[src/rtl/tdl_map.svh]
// Register indices, field positions, reset values and midcode levels of the trim DAC bank
`ifndef TDL_MAP_SVH
`define TDL_MAP_SVH
// Printed register indices; byte address is four times the index
`define TDL_IDX_CTRL_CH2 8'h51
`define TDL_IDX_CTRL_CH3 8'h52
`define TDL_IDX_CODE_CH2 8'h59
`define TDL_IDX_CODE_CH3 8'h5a
`define TDL_IDX_UPPER_CH2 8'h61
`define TDL_IDX_UPPER_CH3 8'h62
`define TDL_IDX_LOWER_CH2 8'h69
`define TDL_IDX_LOWER_CH3 8'h6a
`define TDL_IDX_STATUS 8'h70
// Control register fields
`define TDL_CTRL_ON_BIT 2
`define TDL_CTRL_SEL_LSB 0
// Status register: three bits per channel
`define TDL_STAT_DRIVE_BIT 0
`define TDL_STAT_CLAMP_HI_BIT 1
`define TDL_STAT_CLAMP_LO_BIT 2
`define TDL_STAT_STRIDE 4
// Reset values
`define TDL_RST_SEL 2'h0
`define TDL_RST_CODE 8'h7f
`define TDL_RST_UPPER 8'hff
`define TDL_RST_LOWER 8'h00
`define TDL_MIDCODE 8'h7f
// Midcode output level in millivolts per select code
`define TDL_MID_MV_SEL0 11'd1250
`define TDL_MID_MV_SEL1 11'd1000
`define TDL_MID_MV_SEL2 11'd800
`define TDL_MID_MV_SEL3 11'd600
`endif

[src/rtl/tdl_pkg.sv]
// Types shared by the trim DAC register bank and its channel clamp
package tdl_pkg;
  typedef struct packed
  {
    logic on;
    logic [1:0] sel;
    logic [7:0] code;
    logic [7:0] upper;
    logic [7:0] lower;
  } tdl_chan_cfg_t;

  typedef struct packed
  {
    logic [7:0] applied;
    logic drive;
    logic [10:0] mid_mv;
    logic clamp_hi;
    logic clamp_lo;
  } tdl_chan_state_t;

  typedef struct packed
  {
    tdl_chan_cfg_t [1:0] ch;
    logic wr_pend;
    logic [7:0] wr_idx;
    logic [31:0] rdata;
  } tdl_regs_state_t;
endpackage

[src/rtl/tdl_channel.sv]
// One trim DAC channel: code clamp, output enable and midcode level decode
`timescale 1ns/1ps
`include "tdl_map.svh"
module tdl_channel
  import tdl_pkg::*;
(
  input wire logic clock_i,
  input wire logic nrst_i,
  input wire tdl_chan_cfg_t cfg_i,
  output logic [7:0] code_o,
  output logic drive_o,
  output logic [10:0] mid_mv_o,
  output logic clamp_hi_o,
  output logic clamp_lo_o
);
  tdl_chan_state_t s;
  tdl_chan_state_t next_s;

  always_comb
  begin
    next_s = s;
    next_s.clamp_hi = cfg_i.code > cfg_i.upper;
    next_s.clamp_lo = cfg_i.code < cfg_i.lower;
    // Upper check first; only matters when limits are crossed, and then drive is off anyway
    if (cfg_i.code > cfg_i.upper)
    begin
      next_s.applied = cfg_i.upper;
    end
    else if (cfg_i.code < cfg_i.lower)
    begin
      next_s.applied = cfg_i.lower;
    end
    else
    begin
      next_s.applied = cfg_i.code;
    end
    next_s.drive = cfg_i.on && !(cfg_i.lower > cfg_i.upper);
    case (cfg_i.sel)
      2'h0: next_s.mid_mv = `TDL_MID_MV_SEL0;
      2'h1: next_s.mid_mv = `TDL_MID_MV_SEL1;
      2'h2: next_s.mid_mv = `TDL_MID_MV_SEL2;
      2'h3: next_s.mid_mv = `TDL_MID_MV_SEL3;
      default: next_s.mid_mv = `TDL_MID_MV_SEL0;
    endcase
  end

  always_ff @(posedge clock_i or negedge nrst_i)
  begin
    if (!nrst_i)
    begin
      s <= '0;
    end
    else
    begin
      s <= next_s;
    end
  end

  assign code_o = s.applied;
  assign drive_o = s.drive;
  assign mid_mv_o = s.mid_mv;
  assign clamp_hi_o = s.clamp_hi;
  assign clamp_lo_o = s.clamp_lo;
endmodule

[src/rtl/tdl_regs.sv]
// AHB-Lite register bank for trim DAC channels 2 and 3 with code clamping
//
// Register access over AHB-Lite is this design's own decision.
`timescale 1ns/1ps
`include "tdl_map.svh"
// Behaviour
// - Midcode select 00,01,10,11 chooses 1.25 V, 1.0 V, 0.8 V, 0.6 V.
// - Each channel holds an 8-bit read/write code; 0x7F means midcode level.
// - Stored code above upper limit applies the upper limit instead.
// - Stored code below lower limit and not above upper limit applies the lower limit instead.
// - Output stays disabled while lower limit exceeds upper limit.
// - Control bit 2 enables the channel; output driven only while set.
// - Code within limits inclusive passes unchanged; otherwise the violated limit applies.
module tdl_regs
  import tdl_pkg::*;
(
  input wire logic clock_i,
  input wire logic nrst_i,
  input wire logic hsel_i,
  input wire logic [31:0] haddr_i,
  input wire logic [1:0] htrans_i,
  input wire logic hwrite_i,
  input wire logic [2:0] hsize_i,
  input wire logic [31:0] hwdata_i,
  input wire logic hready_i,
  output logic [31:0] hrdata_o,
  output logic hreadyout_o,
  output logic hresp_o,
  output logic [7:0] ch2_code_o,
  output logic ch2_drive_o,
  output logic [10:0] ch2_mid_mv_o,
  output logic [7:0] ch3_code_o,
  output logic ch3_drive_o,
  output logic [10:0] ch3_mid_mv_o
);
  tdl_regs_state_t s;
  tdl_regs_state_t next_s;
  logic [1:0] drive;
  logic [1:0] clamp_hi;
  logic [1:0] clamp_lo;
  logic [7:0] code [2];
  logic [10:0] mid_mv [2];
  logic take;
  logic [7:0] addr_idx;
  logic [7:0] status;

  // Only word transfers are expected; narrower sizes still act on the low byte
  assign take = hsel_i && htrans_i[1] && hready_i;
  // Addresses outside the block's 1 KiB window, or unaligned, map to index 0 (unmapped)
  assign addr_idx = (haddr_i[31:10] == 22'h0 && haddr_i[1:0] == 2'h0) ? haddr_i[9:2] : 8'h00;

  function automatic logic [7:0] status_byte(input logic [1:0] drv, input logic [1:0] hi,
                                             input logic [1:0] lo);
    logic [7:0] v;
    v = 8'h00;
    for (int c = 0; c < 2; c++)
    begin
      v[c * `TDL_STAT_STRIDE + `TDL_STAT_DRIVE_BIT] = drv[c];
      v[c * `TDL_STAT_STRIDE + `TDL_STAT_CLAMP_HI_BIT] = hi[c];
      v[c * `TDL_STAT_STRIDE + `TDL_STAT_CLAMP_LO_BIT] = lo[c];
    end
    return v;
  endfunction

  assign status = status_byte(drive, clamp_hi, clamp_lo);

  // Read mux; bits above each register's width read zero
  function automatic logic [31:0] read_word(input logic [7:0] idx,
                                            input tdl_chan_cfg_t [1:0] ch,
                                            input logic [7:0] stat);
    logic [31:0] w;
    w = 32'h0;
    case (idx)
      `TDL_IDX_CTRL_CH2:
      begin
        w[`TDL_CTRL_ON_BIT] = ch[0].on;
        w[`TDL_CTRL_SEL_LSB +: 2] = ch[0].sel;
      end
      `TDL_IDX_CTRL_CH3:
      begin
        w[`TDL_CTRL_ON_BIT] = ch[1].on;
        w[`TDL_CTRL_SEL_LSB +: 2] = ch[1].sel;
      end
      `TDL_IDX_CODE_CH2:
      begin
        w[7:0] = ch[0].code;
      end
      `TDL_IDX_CODE_CH3:
      begin
        w[7:0] = ch[1].code;
      end
      `TDL_IDX_UPPER_CH2:
      begin
        w[7:0] = ch[0].upper;
      end
      `TDL_IDX_UPPER_CH3:
      begin
        w[7:0] = ch[1].upper;
      end
      `TDL_IDX_LOWER_CH2:
      begin
        w[7:0] = ch[0].lower;
      end
      `TDL_IDX_LOWER_CH3:
      begin
        w[7:0] = ch[1].lower;
      end
      `TDL_IDX_STATUS:
      begin
        w[7:0] = stat;
      end
      default:
      begin
        w = 32'h0;
      end
    endcase
    return w;
  endfunction

  always_comb
  begin
    next_s = s;
    // A stalled data phase keeps its write pending until hready rises
    next_s.wr_pend = s.wr_pend && !hready_i;
    // Data phase of a write: store the low byte; control bits 7:3 are dropped
    if (s.wr_pend && hready_i)
    begin
      case (s.wr_idx)
        `TDL_IDX_CTRL_CH2:
        begin
          next_s.ch[0].on = hwdata_i[`TDL_CTRL_ON_BIT];
          next_s.ch[0].sel = hwdata_i[`TDL_CTRL_SEL_LSB +: 2];
        end
        `TDL_IDX_CTRL_CH3:
        begin
          next_s.ch[1].on = hwdata_i[`TDL_CTRL_ON_BIT];
          next_s.ch[1].sel = hwdata_i[`TDL_CTRL_SEL_LSB +: 2];
        end
        `TDL_IDX_CODE_CH2:
        begin
          next_s.ch[0].code = hwdata_i[7:0];
        end
        `TDL_IDX_CODE_CH3:
        begin
          next_s.ch[1].code = hwdata_i[7:0];
        end
        `TDL_IDX_UPPER_CH2:
        begin
          next_s.ch[0].upper = hwdata_i[7:0];
        end
        `TDL_IDX_UPPER_CH3:
        begin
          next_s.ch[1].upper = hwdata_i[7:0];
        end
        `TDL_IDX_LOWER_CH2:
        begin
          next_s.ch[0].lower = hwdata_i[7:0];
        end
        `TDL_IDX_LOWER_CH3:
        begin
          next_s.ch[1].lower = hwdata_i[7:0];
        end
        default:
        begin
          next_s.ch = s.ch;
        end
      endcase
    end
    // Address phase: decoded from next_s so a read right after a write sees the new value
    if (take)
    begin
      next_s.wr_pend = hwrite_i;
      next_s.wr_idx = addr_idx;
      if (!hwrite_i)
      begin
        next_s.rdata = read_word(addr_idx, next_s.ch, status);
      end
    end
  end

  always_ff @(posedge clock_i or negedge nrst_i)
  begin
    if (!nrst_i)
    begin
      for (int c = 0; c < 2; c++)
      begin
        s.ch[c].on <= 1'b0;
        s.ch[c].sel <= `TDL_RST_SEL;
        s.ch[c].code <= `TDL_RST_CODE;
        s.ch[c].upper <= `TDL_RST_UPPER;
        s.ch[c].lower <= `TDL_RST_LOWER;
      end
      s.wr_pend <= 1'b0;
      s.wr_idx <= 8'h00;
      s.rdata <= 32'h0;
    end
    else
    begin
      s <= next_s;
    end
  end

  for (genvar g = 0; g < 2; g++)
  begin : g_ch
    tdl_channel u_chan
    (
      .clock_i(clock_i),
      .nrst_i(nrst_i),
      .cfg_i(s.ch[g]),
      .code_o(code[g]),
      .drive_o(drive[g]),
      .mid_mv_o(mid_mv[g]),
      .clamp_hi_o(clamp_hi[g]),
      .clamp_lo_o(clamp_lo[g])
    );
  end

  // Zero wait state slave, always OKAY
  assign hrdata_o = s.rdata;
  assign hreadyout_o = 1'b1;
  assign hresp_o = 1'b0;
  assign ch2_code_o = code[0];
  assign ch2_drive_o = drive[0];
  assign ch2_mid_mv_o = mid_mv[0];
  assign ch3_code_o = code[1];
  assign ch3_drive_o = drive[1];
  assign ch3_mid_mv_o = mid_mv[1];
endmodule

[config.mk]
export PLATFORM = sky130hd
export DESIGN_NAME = tdl_regs
export DESIGN_NICKNAME = d
export VERILOG_FILES = /design/src/rtl/tdl_pkg.sv /design/src/rtl/tdl_channel.sv /design/src/rtl/tdl_regs.sv
export VERILOG_INCLUDE_DIRS = /design/src /design/src/rtl
export SDC_FILE = /design/constraint.sdc
export NUM_CORES = 1
export LEC_CHECK = 0
export ABC_AREA = 1
export BUFFER_PORTS_ARGS = -buffer_cell sky130_fd_sc_hd__buf_2
export CORE_ASPECT_RATIO = 0.9
export CORE_UTILIZATION = 55
export DETAILED_ROUTE_END_ITERATION = 12
export PLACE_DENSITY = 0.81
export SYNTH_ARGS = -nofsm -noshare
export SYNTH_HDL_FRONTEND = slang
export SYNTH_SLANG_ARGS = --single-unit
[constraint.sdc]
create_clock -name clock_i -period 3.9 [get_ports clock_i]
set_clock_uncertainty 0.1 [all_clocks]
set_input_delay 0.39 -clock clock_i [delete_from_list [all_inputs] [get_ports clock_i]]
set_output_delay 0.39 -clock clock_i [all_outputs]
set_load 0.01 [all_outputs]
==> results.json <==
{
  "status": "finished clean",
  "design.portCount": 148,
  "path_depth": 11,
  "cts_buffer_depth": 2,
  "antenna_found_initial": 0,
  "async_flop_share_pct": 100,
  "holdCritPathClass": "input pin to register",
  "postSynthCellCount": 753,
  "cp_num_buf_inv": 0,
  "final_nets": 958,
  "grt_pass1_vias": 4937,
  "grt-ovfl-total": 0,
  "drt_wl_total_um": 13800,
  "wl_per_cell_um": 14.0,
  "ir_drop_mv": 0.206,
  "rrSetupSlack_ps": 1460,
  "synth_edf_count": 0,
  "grt.total_usage_pct": 25.4,
  "synthFlopType": "dfrtp_1",
  "crit_top_cell": "nand2_1",
  "clk_latency_ps": 350,
  "dp_hpwl_um": 10500,
  "period_share_pct": 62.4,
  "n_antenna_cell": 0,
  "die_area_sq_um": 11900,
  "die_y_um": 103,
  "required_ps": 4090,
  "drive_gt1_share_pct": 18.8,
  "path_cells": "nor2_1, nand2_1, nor3_2, nand2_1, o21ai_0, nand3_1, nand2_1, a21oi_1, nand2_1, nand2_1, nand2_1",
  "min_period_ps": 2440,
  "hold_viol_final": 0,
  "syn_area_per_cell_sq_um": 8.35,
  "drt_iter0_markers": 386,
  "place.gp.congestion": 0.887,
  "post_synth_num_cell_types": 35,
  "mostFrequentLayoutCells": "190 x nand2_1, 88 x buf_2, 79 x inv_1, 79 x dfrtp_1, 68 x o21ai_0",
  "postRouteAntennaNets": 0,
  "ys_warn_count": 0,
  "syn-cell-area_sq_um": 6290,
  "grt_pass1_wl_um": 22900,
  "grt_max_degree": 55,
  "ys_seq_area_share_pct": 44.0,
  "tightestPinTransition_ps": 1260,
  "clock-root-buffer": "clkbuf_16",
  "report.final.slew_viol_count": 0,
  "p_leak_uw": 0.00347,
  "place_ws_ps": 1280,
  "clk_pin_slew_ps": 70,
  "io_buffers": 89,
  "dr.pass1.iters": 5,
  "core_area_sq_um": 11000,
  "setup_viol": 0,
  "fp.dieW_um": 115,
  "cts_buffers": 9,
  "cpPeakStageDelay_ps": 460,
  "rsz0062_at_grt": "false",
  "path_max_fanout": 16,
  "r2r_cells": 11,
  "clock_sinks": 109,
  "maxCapViolCount": 0,
  "r2r_start": "s[39]$_DFFE_PN0P_",
  "r2r-end": "hrdata_o[4]$_DFFE_PN0P_",
  "row_count": 36,
  "crit_type": "register to register",
  "endpoint": "hrdata_o[4]$_DFFE_PN0P_",
  "final_common_cell": "nand2_1",
  "ys_ff_latch": 109,
  "drc": 0,
  "fmax_mhz": 411,
  "cpLargestDelayFamily": "simple AND/OR/NAND/NOR gates",
  "postCtsSetupRepairBufs": 0,
  "start_kind": "register",
  "max_slew_margin_pct": 14.8,
  "initial_core_util_pct": 57.2,
  "critPathArrivalTime_ps": 2630,
  "slowest_stage": "o21ai_0",
  "power_uw": 2210,
  "area_growth_pct": 11.4,
  "cts_tree": "built",
  "worstSetupStartpoint": "s[39]$_DFFE_PN0P_",
  "vias": 5232,
  "cts.htree.levels": 3,
  "fin_ws_ps": 1460,
  "power_density_nw_per_um2": 316,
  "end_kind": "register",
  "viasPerCell": 5.31,
  "fillers": 977,
  "setup_tns_ps": 0
}
-- cells in the mapped netlist (3+ instances only) --
master    count  area share, %
buf_4        44            5.3
nand4_1       5           0.50
dfrtp_1      79             31
clkbuf_1      4           0.24
nor2_2        8           0.80
o21ai_1      11           0.88
nor4_2        3           0.60
a21oi_1      29            2.3
buf_2         6           0.48
ha_1         56             11
o211ai_1     19            2.3
inv_1        79            4.7
o21ai_0      68            5.4
nand3_1      56            4.5
dfstp_2      30             13
a21boi_0      3           0.36
nand2_1     190             11
nor2_1       39            2.3
-- area by class of cell --
| cell class | count | area [sq um] | share of cell area, % |
|---|---|---|---|
| multi-input combinational | 536 | 2950 | 42.1 |
| sequential | 109 | 2770 | 39.5 |
| timing repair buffer | 92 | 473 | 6.75 |
| inverter | 80 | 300 | 4.28 |
| clock buffer | 10 | 239 | 3.41 |
| tap | 152 | 190 | 2.71 |
| clock inverter | 6 | 93.8 | 1.34 |
-- routing by layer --
metal,vias to the layer above,part of all wire [%],GRT usage (%)
li1,2566,-,-
met1,2408,44,33.5
met2,216,46,41.6
met3,42,6.8,4.66
met4,0,2.9,10.8
met5,-,0,0
-- sequential cells by signal (all words and copies together) (netlist names) --
name,cells
s,63
g_ch.u_chan.mid_mv_o,16
g_ch.u_chan.clamp_hi_o,2
g_ch.u_chan.drive_o,2
g_ch.u_chan.clamp_lo_o,2
hrdata_o,8
g_ch.u_chan.code_o,16
-- worst min-delay path by stage --
stage / endpoint / depth (start not counted) / from / slack (ps)
2_1_floorplan: g_ch[0].u_chan.clamp_hi_o$_DFF_PN0_ / 0 / nrst_i / -6
3_3_place_gp: g_ch[1].u_chan.code_o[3]$_DFF_PN0_ / 1 / nrst_i / 370
3_5_place_dp: hrdata_o[1]$_DFFE_PN0P_ / 2 / hrdata_o[1]$_DFFE_PN0P_ / 360
4_1_cts: s[40]$_DFF_PN0_ / 2 / hready_i / 140
5_1_grt: s[40]$_DFF_PN0_ / 2 / hready_i / 180
6_report: s[40]$_DFF_PN0_ / 2 / hready_i / 150
-- logic make-up (layout without fill, tap and decap cells) --
logic type | count (synthesis) | in the layout | synth area share (%)
simple gates | 312 | 312 | 21.8
fa+ha+maj | 56 | 56 | 11.1
other cells | 2 | 30 | 0.119
buf+inv | 136 | 188 | 10.9
flops | 109 | 109 | 44.0
compound gates | 138 | 138 | 12.2
-- metrics by stage --
step	hold WS [ps]	utilization (%)	instance area [sq um]	std cells
2_1_floorplan	-5.59	-	6400	781
3_3_place_gp	365	60.7	6670	968
3_5_place_dp	365	60.7	6670	968
4_1_cts	143	63.8	7010	985
5_1_grt	177	63.8	7010	985
6_report	151	63.8	7010	985
-- worst reg2reg max path, cell delays in order, from the launching register on --
cell and delay [ps]:
dfrtp_1 380, nor2_1 180, nand2_1 90, nor3_2 240
nand2_1 390, o21ai_0 460, nand3_1 130, nand2_1 100
a21oi_1 40, nand2_1 140, nand2_1 70, nand2_1 70
-- where the power goes --
| group | switching, uW | total (uW) | internal, uW |
|---|---|---|---|
| sequential | 0.337 | 1130 | 1130 |
| combinational | 59.1 | 80.8 | 21.7 |
| clock | 416 | 1000 | 585 |
-- timing repair --
action                    4_1_cts  5_1_grt
hold endpoints to repair       13        0
hold buffers                    1        0
gates resized for setup         0        0
Note: power is estimated with default switching activity, not from simulation.
